<file path="src/hdl/cbs_defs.svh">
// register offsets, field positions, revision value and timing counts
`ifndef CBS_DEFS_SVH
`define CBS_DEFS_SVH
`define CBS_CLK_MHZ 100
`define CBS_POR_DELAY_NS 1000
`define CBS_POR_CYCLES (((`CBS_POR_DELAY_NS * `CBS_CLK_MHZ) + 999) / 1000)
`define CBS_SYNC_HOLD_NS 100
`define CBS_SYNC_CYCLES (((`CBS_SYNC_HOLD_NS * `CBS_CLK_MHZ) + 999) / 1000)
`define CBS_NUM_CH 5
`define CBS_NV_WORDS 8
`define CBS_ADDR_LAST_CH 4'h4
`define CBS_ADDR_INPUT 4'h5
`define CBS_ADDR_TERM2 4'h6
`define CBS_ADDR_CTRL 4'h8
`define CBS_CTRL_SLEEP 7
`define CBS_CTRL_SYNC 8
`define CBS_CTRL_REV_LSB 10
`define CBS_REV_VALUE 3'h1
`define CBS_IN_FMT_Y 0
`define CBS_IN_FMT_X 1
`define CBS_IN_DC 6
`define CBS_IN_HYST 7
`define CBS_IN_PRI_TERM_OFF 8
`define CBS_IN_FAILSAFE 11
`define CBS_SEC_TERM_OFF 12
`define CBS_CH_SRC_X 4
`define CBS_CH_SRC_Y 5
`define CBS_CH_DRV_LSB 22
`endif

</file>
<file path="src/hdl/cbs_pkg.sv">
// types shared by the state control and channel decode
package cbs_pkg;
  typedef enum logic [2:0] {
    ST_POR = 3'b000,
    ST_LOAD = 3'b001,
    ST_SYNC = 3'b010,
    ST_ACTIVE = 3'b011,
    ST_PDOWN = 3'b100,
    ST_SLEEP = 3'b101
  } cbs_state_e;
  typedef enum logic [1:0] {
    IN_CMOS = 2'b00,
    IN_PECL = 2'b01,
    IN_LVDS = 2'b10,
    IN_OFF = 2'b11
  } cbs_infmt_e;
  typedef enum logic [1:0] {
    DRV_PECL = 2'b00,
    DRV_LVDS = 2'b01,
    DRV_CMOS = 2'b10,
    DRV_OFF = 2'b11
  } cbs_drv_e;
  typedef enum logic [1:0] {
    PIN_ACTIVE = 2'b00,
    PIN_HIZ = 2'b01,
    PIN_INVERT = 2'b10,
    PIN_LOW = 2'b11
  } cbs_pin_e;
endpackage

</file>
<file path="src/hdl/cbs_ch_if.sv">
// one channel configuration word and its decoded settings
`timescale 1ns/100ps
interface cbs_ch_if;
  logic [27:0] cfg;
  logic [1:0] src_sel;
  cbs_pkg::cbs_drv_e drv;
  cbs_pkg::cbs_pin_e pos_mode;
  cbs_pkg::cbs_pin_e neg_mode;
  modport ctrl (output cfg, input src_sel, drv, pos_mode, neg_mode);
  modport dec (input cfg, output src_sel, drv, pos_mode, neg_mode);
endinterface

</file>
<file path="src/hdl/cbs_chan_dec.sv">
// decode of one output channel configuration word
`timescale 1ns/100ps
`include "cbs_defs.svh"
module cbs_chan_dec (
  // clock and reset
  input wire logic clk,
  input wire logic sys_rst,
  // channel word and decoded settings
  cbs_ch_if.dec ch
);
  logic [1:0] next_src_sel;
  cbs_pkg::cbs_drv_e next_drv;
  cbs_pkg::cbs_pin_e next_pos_mode;
  cbs_pkg::cbs_pin_e next_neg_mode;
  logic [5:0] drv_bits;

  always_comb
  begin
    drv_bits = {ch.cfg[`CBS_CH_DRV_LSB], ch.cfg[`CBS_CH_DRV_LSB + 1],
                ch.cfg[`CBS_CH_DRV_LSB + 2], ch.cfg[`CBS_CH_DRV_LSB + 3],
                ch.cfg[`CBS_CH_DRV_LSB + 4], ch.cfg[`CBS_CH_DRV_LSB + 5]};
    next_src_sel = {ch.cfg[`CBS_CH_SRC_X], ch.cfg[`CBS_CH_SRC_Y]};
    next_pos_mode = cbs_pkg::cbs_pin_e'({drv_bits[5], drv_bits[4]});
    next_neg_mode = cbs_pkg::cbs_pin_e'({drv_bits[3], drv_bits[2]});
    if (drv_bits[1:0] == 2'h0)
      next_drv = cbs_pkg::DRV_CMOS;
    else if (drv_bits == 6'h01)
      next_drv = cbs_pkg::DRV_PECL;
    else if (drv_bits == 6'h17)
      next_drv = cbs_pkg::DRV_LVDS;
    else
      next_drv = cbs_pkg::DRV_OFF;
  end

  always_ff @(posedge clk)
  begin
    if (sys_rst)
    begin
      ch.src_sel <= 2'h0;
      ch.drv <= cbs_pkg::DRV_OFF;
      ch.pos_mode <= cbs_pkg::PIN_HIZ;
      ch.neg_mode <= cbs_pkg::PIN_HIZ;
    end
    else
    begin
      ch.src_sel <= next_src_sel;
      ch.drv <= next_drv;
      ch.pos_mode <= next_pos_mode;
      ch.neg_mode <= next_neg_mode;
    end
  end
endmodule

</file>
<file path="src/hdl/cbs_state_ctrl.sv">
// device state control, register file and configuration decode
// Contract
// - control bit 7 low puts device to sleep, high runs normally.
// - control bit 8 low or alignment pin low enters alignment; both high leave.
// - at power-on the stored configuration is copied into working registers.
// - power-on ends after delays or shutdown low; port, dividers, drivers off.
// - alignment exit enters active; alignment, shutdown, sleep, recalibration leave.
// - shutdown low halts dividers and drivers; release resets and reloads.
// - sleep acts as shutdown but exit does not reload stored configuration.
// - alignment holds dividers and drivers off, then releases all together.
// - any channel register write runs an alignment sequence automatically.
// - input format from bits 5.1/5.0; hysteresis bit off turns inputs off.
// - failsafe bit enables LVDS idle guard on all inputs, DC only.
// - channel source from n.4/n.5: primary, secondary, auxiliary, reserved.
// - driver type from bits n.22 to n.27 per channel register.
// - single-ended mode drives two pins, each with its own mode.
// - five identical channels fed from three input clocks.
// - pin mode 00 active, 10 inverting, 11 low, 01 high impedance.
// - serial word holds four address bits first, then register content.
`timescale 1ns/100ps
`include "cbs_defs.svh"
module cbs_state_ctrl (
  // clock and reset
  input wire logic clk,
  input wire logic sys_rst,
  // control pins
  input wire logic shutdown_n,
  input wire logic align_n,
  input wire logic recal_req,
  input wire logic serial_latch_enable,
  // serial register words
  input wire logic word_valid,
  input wire logic [31:0] word_in,
  input wire logic [3:0] rd_addr,
  output logic [31:0] rd_data,
  // stored configuration
  output logic [3:0] nv_addr,
  input wire logic [27:0] nv_data,
  output logic nv_load_fault,
  // state and status
  output cbs_pkg::cbs_state_e state,
  output logic serial_port_on,
  output logic dividers_on,
  output logic drivers_on,
  output logic divider_release,
  // input receivers
  output cbs_pkg::cbs_infmt_e pri_format,
  output cbs_pkg::cbs_infmt_e sec_format,
  output logic pri_failsafe,
  output logic sec_failsafe,
  // channels
  input wire logic [2:0] src_clk_bus,
  output logic [9:0] ch_src_sel,
  output logic [9:0] ch_drv,
  output logic [9:0] ch_pos_mode,
  output logic [9:0] ch_neg_mode,
  output logic [4:0] ch_clk
);
  logic [27:0] cfg_mem [0:7];
  logic ctrl_sleep, ctrl_sync, sync_pending, shutdown_q;
  logic [7:0] cnt;
  cbs_pkg::cbs_state_e next_state;
  logic [7:0] next_cnt;
  logic next_sleep, next_sync, next_pending, next_fault;
  logic [3:0] next_nv_addr;
  logic wr_cfg, wr_any, ch_write, align_req;
  logic [3:0] wr_idx;
  logic [27:0] wr_data, rd_content, in_cfg;
  logic [31:0] next_rd_data;

  ////////////////////////////////////////////////////////////////////////////
  // state machine
  always_comb
  begin
    wr_any = word_valid && serial_port_on;
    ch_write = wr_any && (word_in[3:0] <= `CBS_ADDR_LAST_CH);
    align_req = !ctrl_sync || !align_n || sync_pending;
    next_state = state;
    next_cnt = cnt;
    next_sleep = ctrl_sleep;
    next_sync = ctrl_sync;
    next_pending = sync_pending || ch_write;
    next_nv_addr = nv_addr;
    next_fault = nv_load_fault;
    wr_cfg = 1'b0;
    wr_idx = word_in[3:0];
    wr_data = word_in[31:4];
    divider_release = 1'b0;
    if (wr_any && word_in[3:0] == `CBS_ADDR_CTRL)
    begin
      next_sleep = word_in[`CBS_CTRL_SLEEP + 4];
      next_sync = word_in[`CBS_CTRL_SYNC + 4];
    end
    else if (wr_any && word_in[3:0] < 4'(`CBS_NV_WORDS))
      wr_cfg = 1'b1;
    case (state)
      cbs_pkg::ST_POR:
      begin
        wr_cfg = 1'b0;
        if (!shutdown_n)
          next_state = cbs_pkg::ST_PDOWN;
        else if (cnt == 8'(`CBS_POR_CYCLES - 1))
        begin
          next_state = cbs_pkg::ST_LOAD;
          next_nv_addr = 4'h0;
        end
        else
          next_cnt = cnt + 8'h01;
      end
      cbs_pkg::ST_LOAD:
      begin
        wr_cfg = 1'b1;
        wr_idx = nv_addr;
        wr_data = nv_data;
        if (!shutdown_n)
          next_state = cbs_pkg::ST_PDOWN;
        else if (nv_addr == 4'(`CBS_NV_WORDS - 1))
        begin
          next_state = cbs_pkg::ST_SYNC;
          next_cnt = 8'h00;
        end
        else
          next_nv_addr = nv_addr + 4'h1;
      end
      cbs_pkg::ST_SYNC:
      begin
        if (ch_write)
          next_cnt = 8'h00;
        else if (cnt != 8'(`CBS_SYNC_CYCLES))
          next_cnt = cnt + 8'h01;
        if (!shutdown_n)
          next_state = cbs_pkg::ST_PDOWN;
        else if (!ctrl_sleep)
          next_state = cbs_pkg::ST_SLEEP;
        else if (sync_pending && cnt == 8'(`CBS_SYNC_CYCLES))
          next_pending = ch_write;
        else if (ctrl_sync && align_n && !sync_pending && !ch_write)
        begin
          next_state = cbs_pkg::ST_ACTIVE;
          divider_release = 1'b1;
        end
      end
      cbs_pkg::ST_ACTIVE:
      begin
        if (!shutdown_n)
          next_state = cbs_pkg::ST_PDOWN;
        else if (!ctrl_sleep)
          next_state = cbs_pkg::ST_SLEEP;
        else if (align_req || recal_req || ch_write)
        begin
          next_state = cbs_pkg::ST_SYNC;
          next_cnt = 8'h00;
        end
      end
      cbs_pkg::ST_PDOWN:
      begin
        if (shutdown_n)
        begin
          next_state = cbs_pkg::ST_POR;
          next_cnt = 8'h00;
          next_sleep = 1'b1;
          next_sync = 1'b1;
          next_pending = 1'b0;
          next_fault = !serial_latch_enable;
        end
      end
      cbs_pkg::ST_SLEEP:
      begin
        if (!shutdown_n)
          next_state = cbs_pkg::ST_PDOWN;
        else if (ctrl_sleep)
        begin
          next_state = cbs_pkg::ST_SYNC;
          next_cnt = 8'h00;
        end
      end
      default:
        next_state = cbs_pkg::ST_POR;
    endcase
  end

  always_ff @(posedge clk)
  begin
    if (sys_rst)
    begin
      state <= cbs_pkg::ST_POR;
      cnt <= 8'h00;
      ctrl_sleep <= 1'b1;
      ctrl_sync <= 1'b1;
      sync_pending <= 1'b0;
      nv_addr <= 4'h0;
      nv_load_fault <= 1'b0;
    end
    else
    begin
      state <= next_state;
      cnt <= next_cnt;
      ctrl_sleep <= next_sleep;
      ctrl_sync <= next_sync;
      sync_pending <= next_pending;
      nv_addr <= next_nv_addr;
      nv_load_fault <= next_fault;
    end
  end

  always_ff @(posedge clk)
  begin
    if (wr_cfg)
      cfg_mem[wr_idx[2:0]] <= wr_data;
  end

  ////////////////////////////////////////////////////////////////////////////
  // status and register read
  always_comb
  begin
    serial_port_on = (state != cbs_pkg::ST_POR) && (state != cbs_pkg::ST_LOAD);
    dividers_on = (state == cbs_pkg::ST_ACTIVE);
    drivers_on = (state == cbs_pkg::ST_ACTIVE);
    rd_content = 28'h0;
    if (rd_addr < 4'(`CBS_NV_WORDS))
      rd_content = cfg_mem[rd_addr[2:0]];
    else if (rd_addr == `CBS_ADDR_CTRL)
    begin
      rd_content[`CBS_CTRL_SLEEP] = ctrl_sleep;
      rd_content[`CBS_CTRL_SYNC] = ctrl_sync;
      rd_content[`CBS_CTRL_REV_LSB +: 3] = `CBS_REV_VALUE;
    end
    next_rd_data = {rd_content, rd_addr};
  end

  always_ff @(posedge clk)
  begin
    if (sys_rst)
      rd_data <= 32'h0;
    else
      rd_data <= next_rd_data;
  end

  ////////////////////////////////////////////////////////////////////////////
  // input receivers
  function automatic cbs_pkg::cbs_infmt_e fmt_of(input logic [27:0] c);
    if (!c[`CBS_IN_HYST])
      return cbs_pkg::IN_OFF;
    case ({c[`CBS_IN_FMT_X], c[`CBS_IN_FMT_Y]})
      2'b00: return cbs_pkg::IN_CMOS;
      2'b10: return cbs_pkg::IN_PECL;
      2'b11: return cbs_pkg::IN_LVDS;
      default: return cbs_pkg::IN_OFF;
    endcase
  endfunction

  always_comb
  begin
    in_cfg = cfg_mem[3'(`CBS_ADDR_INPUT)];
    pri_format = fmt_of(in_cfg);
    sec_format = pri_format;
    pri_failsafe = in_cfg[`CBS_IN_FAILSAFE] && in_cfg[`CBS_IN_DC] &&
                   (pri_format == cbs_pkg::IN_LVDS);
    sec_failsafe = pri_failsafe;
  end

  ////////////////////////////////////////////////////////////////////////////
  // output channels
  for (genvar g = 0; g < `CBS_NUM_CH; g++)
  begin : g_ch
    cbs_ch_if ch_bus ();
    assign ch_bus.cfg = cfg_mem[g];
    cbs_chan_dec u_dec (
      .clk(clk),
      .sys_rst(sys_rst),
      .ch(ch_bus)
    );
    assign ch_src_sel[2*g +: 2] = ch_bus.src_sel;
    assign ch_drv[2*g +: 2] = ch_bus.drv;
    assign ch_pos_mode[2*g +: 2] = ch_bus.pos_mode;
    assign ch_neg_mode[2*g +: 2] = ch_bus.neg_mode;
    assign ch_clk[g] = dividers_on && (ch_bus.src_sel != 2'h3) &&
                       src_clk_bus[ch_bus.src_sel];
  end
endmodule

</file>
<file path="config.mk">
export PLATFORM = sky130hd
export DESIGN_NAME = cbs_state_ctrl
export DESIGN_NICKNAME = d
export VERILOG_FILES = /design/src/hdl/cbs_pkg.sv /design/src/hdl/cbs_ch_if.sv /design/src/hdl/cbs_chan_dec.sv /design/src/hdl/cbs_state_ctrl.sv
export VERILOG_INCLUDE_DIRS = /design/src /design/src/hdl
export SDC_FILE = /design/constraint.sdc
export NUM_CORES = 1
export LEC_CHECK = 0
export ABC_CLOCK_PERIOD_IN_PS = 3600
export BUFFER_PORTS_ARGS = -buffer_cell sky130_fd_sc_hd__buf_4
export CORE_MARGIN = 2
export CORE_UTILIZATION = 50
export CTS_BUF_LIST = sky130_fd_sc_hd__clkbuf_16
export DETAILED_ROUTE_END_ITERATION = 6
export HOLD_SLACK_MARGIN = 0.12
export PLACE_DENSITY = 0.71
export SYNTH_ARGS = -nofsm -noshare
export SYNTH_HDL_FRONTEND = slang
export SYNTH_SLANG_ARGS = --single-unit
</file>
<file path="constraint.sdc">
create_clock -name clk -period 3.6 [get_ports clk]
set_input_delay 0.36 -clock clk [delete_from_list [all_inputs] [get_ports clk]]
set_output_delay 0.36 -clock clk [all_outputs]
set_load 0.02 [all_outputs]
</file>
Word-level counts from Yosys, hierarchy flattened
Memory sizes are Yosys's and may differ from the RTL's.
Cells that the tools add are included.
- register bits: 91
- memory bits (writable): 224
- input port bits: 74
- output and inout port bits: 95
- word-level logic and storage cells: 233
- memories: 1
- memories (name ; depth ; bits a word ; rd ports ; clocked after Yosys merged registers in ; write ports ; line ; source):
    cfg_mem ; 8 ; 28 ; 7 ; 0 ; 1 ; cbs_state_ctrl.sv:59 ; logic [27:0] cfg_mem [0:7];
- add/sub/neg operators: 2
- magnitude comparators: 8
- equal/unequal tests: 49
- multiplexer cells: 87
- bitwise logic cells: 1
- reductions and logical operators: 51
- operators with widths (cell ; number):
    $mux W8 ; 12
    $mux W3 ; 16
    $pmux W8 S6 ; 1
    $eq A6 B1 Y1 const B ; 5
    $eq A6 B5 Y1 const B ; 5
    $mux W1 ; 30
    $ne A2 B2 Y1 const B ; 15
    $mux W28 ; 1
    $mux W2 ; 13
    $logic_and A1 B1 Y1 ; 21
    $pmux W3 S6 ; 1
    $mux W4 ; 4
    $lt A2 B3 Y1 const B ; 5
    $logic_not A2 Y1 ; 6
    $ne A3 B3 Y1 const B ; 4
    $reduce_and A12 Y1 ; 1
    $reduce_or A2 Y1 ; 6
    $bmux W1 S2 ; 5
    $add A8 B1 Y8 const B ; 1
    $eq A4 B4 Y1 const B ; 2
    $eq A8 B4 Y1 const B ; 1
    $eq A8 B7 Y1 const B ; 1
    $lt A4 B4 Y1 const B ; 2
    $ne A4 B4 Y1 const B ; 2
    other kinds (24) ; 38

Longest topological paths before layout
- depth in word-level cells: 11
- depth in mapped cells: 8
- mapped depth without buffers: 6

Cells and area by module
From an unflattened synthesis, not the netlist that was laid out.
- cell total of the unflattened synthesis: 798
- area, all modules: 12323.1 um^2
- by module, submodules not included (module ; times used ; cells each ; area an instance (um^2) ; seq. area each (um^2)):
    cbs_state_ctrl ; 1 ; 693 ; 11090.6 ; 7747.4
    cbs_chan_dec ; 5 ; 21 ; 246.5 ; 160.2

Least setup slack after synthesis
OpenSTA, ideal clock, no wires.
- path kind: register to register
- start: register state[0]
- end: memory cfg_mem[2][0], enable pin
- setup time: 0.413 ns
- arrival time: 2.740 ns
- required time: 3.187 ns
- slack: 0.447 ns
- cell stages (with the launch flop): 6
- buffers on the path: 2
- clock period less this slack: 3.153 ns
- path through: dfxtp_1 -> buf_2 -> nor3b_2 -> clkbuf_1 -> a31oi_1 -> nor2_1
- cells in the longest elaborated chain, start to end: 9
- elaborated cells between the ends (all ways): 14
- classes of those cells: eq/ne: 2; mux: 6; reduce/logical: 6
- ends and longest elaborated chain (element ; line ; source):
    start: declaration ; cbs_state_ctrl.sv:41 ; output cbs_pkg::cbs_state_e state,
    start signal: assignment ; cbs_state_ctrl.sv:186 ; state <= cbs_pkg::ST_POR;
    start signal: assignment ; cbs_state_ctrl.sv:196 ; state <= next_state;
    $ne A3 B1 Y1 or $reduce_bool A3 Y1 (tied branches) ; cbs_state_ctrl.sv:216 ; serial_port_on = (state != cbs_pkg::ST_POR) && (state != cbs_pkg::ST_LOAD);
    $logic_and A1 B1 Y1 ; cbs_state_ctrl.sv:216 ;
    $logic_and A1 B1 Y1 ; cbs_state_ctrl.sv:75 ; wr_any = word_valid && serial_port_on;
    $logic_and A1 B1 Y1 ; cbs_state_ctrl.sv:94 ; else if (wr_any && word_in[3:0] < 4'(`CBS_NV_WORDS))
    $mux W1 ; cbs_state_ctrl.sv:94 ;
    $mux W1 ; cbs_state_ctrl.sv:89 ; if (wr_any && word_in[3:0] == `CBS_ADDR_CTRL)
    $pmux W1 S2 ; cbs_state_ctrl.sv:96 ; case (state)
    $mux W1 ; cbs_state_ctrl.sv:208 ; if (wr_cfg)
    $mux W1 (not written as such) ; cbs_state_ctrl.sv:209 ; cfg_mem[wr_idx[2:0]] <= wr_data;
    end: declaration ; cbs_state_ctrl.sv:59 ;
Several ways; a longest one is shown, not always the timed one.

Worst setup path in the final report
- start: register state[2]
- end: memory cfg_mem[2][21], enable pin
The elaborated chain is that of the path after synthesis.

==> results.sh <==
export IMPL_synth_top_area_cell="edfxtp_1"
export IMPL_grt_use_met2_pct=34.8
export IMPL_placementRows=57
export IMPL_clkSinkCount=315
export IMPL_area_delta_synth_final_pct=21.6
export IMPL_via_count=7255
export IMPL_clk_latency_ns=0.55
export IMPL_grt_overflow=0
export IMPL_syn_area_per_cell_sq_um=15.4
export IMPL_setup_tns_ns=0
export IMPL_finalCritPeriodShare_pct=74.4
export IMPL_cp_start_kind="flop"
export IMPL_grt_busiest_layer="met2"
export IMPL_crit_chain="nor2_1, nand2_1, buf_4, o32a_1, nor2_4, buf_4"
export IMPL_postLayoutSetupSlackWorst_ns=0.923
export IMPL_use_met3_pct=2.70
export IMPL_die_x_um=161
export IMPL_end_kind="flop"
export IMPL_critPathArrivalTime_ns=2.87
export IMPL_clock_skew_ns=0.00817
export IMPL_antenna_found_initial=0
export IMPL_hp_class="input pin to flop"
export IMPL_start_util_pct=50.8
export IMPL_grt_usage_pct=20.4
export IMPL_irDropWorstVdd_v=0.000340
export IMPL_layout_drive_gt1_share_pct=31.5
export IMPL_timing_final_crit_period_ns=2.68
export IMPL_grt_pass1_vias=7217
export IMPL_crit_path_top_delay_cell="dfxtp_1"
export IMPL_yosysWarnings=0
export IMPL_die_area_sq_um=25900
export IMPL_fmax_ghz=0.374
export IMPL_worstSetupPathType="flop to flop"
export IMPL_slew_viol_final=0
export IMPL_cap_violations=0
export IMPL_antenna_left=0
export IMPL_power_density_nw_per_um2=514
export IMPL_dieHeight_um=161
export IMPL_drt_wl_total_um=26200
export IMPL_avgRoutedWirePerCell_um=19.7
export IMPL_cp_top_family="simple AND/OR/NAND/NOR gates"
export IMPL_first_pass_iters=7
export IMPL_drtIter0Drc=465
export IMPL_relSlewSlack_pct=34.0
export IMPL_numCtsBuffers=31
export IMPL_ios=169
export IMPL_final_core_util_pct=61.8
export IMPL_synth_area_top_cells="edfxtp_1 55%, dfxtp_1 15%, mux4_2 10%"
export IMPL_ctsResizeCount=0
export IMPL_synth_area_sq_um=12300
export IMPL_ys_ff_latch=315
export IMPL_p_leak_uw=0.00549
export IMPL_hold_violations=0
export IMPL_synth_async_reset_ratio_pct=0
export IMPL_port_buffers=168
export IMPL_tightestPinTransition_ns=0.988
export IMPL_synth_enable_flop_cells=224
export IMPL_pre_cts_slack_ns=0.929
export IMPL_finalSetupViolations=0
export IMPL_synth_ff_type="edfxtp_1"
export IMPL_ys_seq_area_share_pct=69.4
export IMPL_netlist_instances=802
export IMPL_status="completed"
export IMPL_crit_required_ns=3.80
export IMPL_ys_types=63
export IMPL_yosysMostFrequentCell="edfxtp_1"
export IMPL_crit_path_max_incr_delay_ns=0.49
export IMPL_vias_per_cell=5.47
export IMPL_grt_pass1_wl_um=40700
export IMPL_synth_nets=879
export IMPL_worstPathMaxFanout=26
export IMPL_drc=0
export IMPL_cts_tree="yes"
export IMPL_yosysTopAreaCellShare_pct=54.6
export IMPL_crit_buf_inv=2
export IMPL_hpwl_um=16500
export IMPL_fillers=1815
export IMPL_diodes=0
export IMPL_grt_max_degree=59
export IMPL_use_met1_pct=27.9
export IMPL_finalWeightedCongestion=0.866
export IMPL_synthTopCellsByCount="224 x edfxtp_1, 101 x nand2_1, 91 x dfxtp_1"
export IMPL_core_sq_um=24200
export IMPL_layout_nets=1056
export IMPL_cts_htree_levels=1
export IMPL_rsz0062_at_grt="false"
export IMPL_cts_root_buf="clkbuf_16"
export IMPL_clkTransAtPathRegs_ns=0.06
export IMPL_cts_buffer_depth=3
export IMPL_crit_path_frequent_cell="buf_4"
metrics by stage:
stage | std cells | area [sq um] | total power [uW] | hold slack [ns]
final | 1327 | 15000 | 7700 | 0.144
after global routing | 1327 | 15000 | 7960 | 0.151
after CTS | 1327 | 15000 | 7760 | 0.125
after detailed placement | 1267 | 14000 | 4770 | 0.465
after global placement | 1267 | 14000 | 4760 | 0.470
after floorplan | 802 | 12300 | 4510 | 0.438
cell type report:
type,count,area [sq um],share of cell area (%)
repair buffers,185,1420,9.49
well taps,324,405,2.71
inverters,9,33.8,0.225
flip-flops and latches,315,8550,57.1
clock inverters,26,181,1.21
clock buffers,31,776,5.18
multi-input cells,437,3620,24.1
final timing paths:
check                      from                     endpoint  slack [ns]  depth (start not counted)
hold reg to reg   cfg_mem[2][5]  g_ch[2].u_dec.ch.src_sel[0]        0.48                          1
setup reg to reg       state[2]               cfg_mem[2][21]        0.92                          6
setup / recovery       state[2]               cfg_mem[2][21]        0.92                          6
hold / removal       rd_addr[3]                   rd_data[3]        0.14                          3
per-layer routing:
metal	part of all wire, %	vias up	wire length (um)
li1	-	3392	-
met1	41	3568	10900
met2	50	258	13200
met3	6.2	37	1620
met4	2.1	0	548
met5	0	-	0
cells by family after synthesis:
group | Yosys count | share of synthesized area [%]
DFF | 315 | 69.4
AOI/OAI and AO/OA | 73 | 4.70
muxes | 91 | 13.1
buffers and inverters | 50 | 1.83
xor gates and xnor gates | 3 | 0.213
adders and majority gates | 3 | 0.305
and+or+nand+nor | 267 | 10.5
power by group:
part	switching (uW)	internal, uW
clock network	1310	1710
logic	377	263
registers	40.9	4010
tightest hold or removal path, stage by stage:
cell and delay, ns:
buf_4 0.10, inv_1 0.07, nor2_1 0.13
flip-flops by register name, indices dropped and copies added, names as in the netlist:
signal,flops
g_ch.u_dec.ch.src_sel,10
cnt,8
sync_pending,1
g_ch.u_dec.ch.drv,10
ctrl_sync,1
cfg_mem,224
ctrl_sleep,1
g_ch.u_dec.ch.neg_mode,10
state,3
nv_load_fault,1
g_ch.u_dec.ch.pos_mode,10
nv_addr,4
rd_data,32
cells in the final DEF, fill, tap and decap left out, types with 3 or more instances in the layout:
cell and count:
dlygate4sd3_1 3, nand2b_1 9, o211ai_1 7, nand4_1 3
nor3_1 5, inv_1 14, nor4b_1 4, clkbuf_16 31
nor2_4 8, a31oi_1 6, a21o_1 4, a32o_1 6
nor2_1 53, mux2i_1 35, or3_1 6, nor2b_1 27
and3_1 4, or2_2 10, edfxtp_1 224, ha_1 3
o22a_1 4, nand3_1 15, nor3b_1 8, o21ai_0 8
nand2_1 101, buf_4 180, mux4_2 56, clkinv_2 7
dfxtp_1 91, o32ai_1 4, clkinv_1 7, a21oi_1 9
repair_timing:
| item | 4_1_cts | 5_1_grt |
|---|---|---|
| hold buffers | 3 | 0 |
| endpoints found under the hold margin | 3 | 0 |
| setup endpoints to repair | 0 | 0 |
| setup buffers | 0 | 0 |
Note: power is estimated with default switching activity, not from simulation.
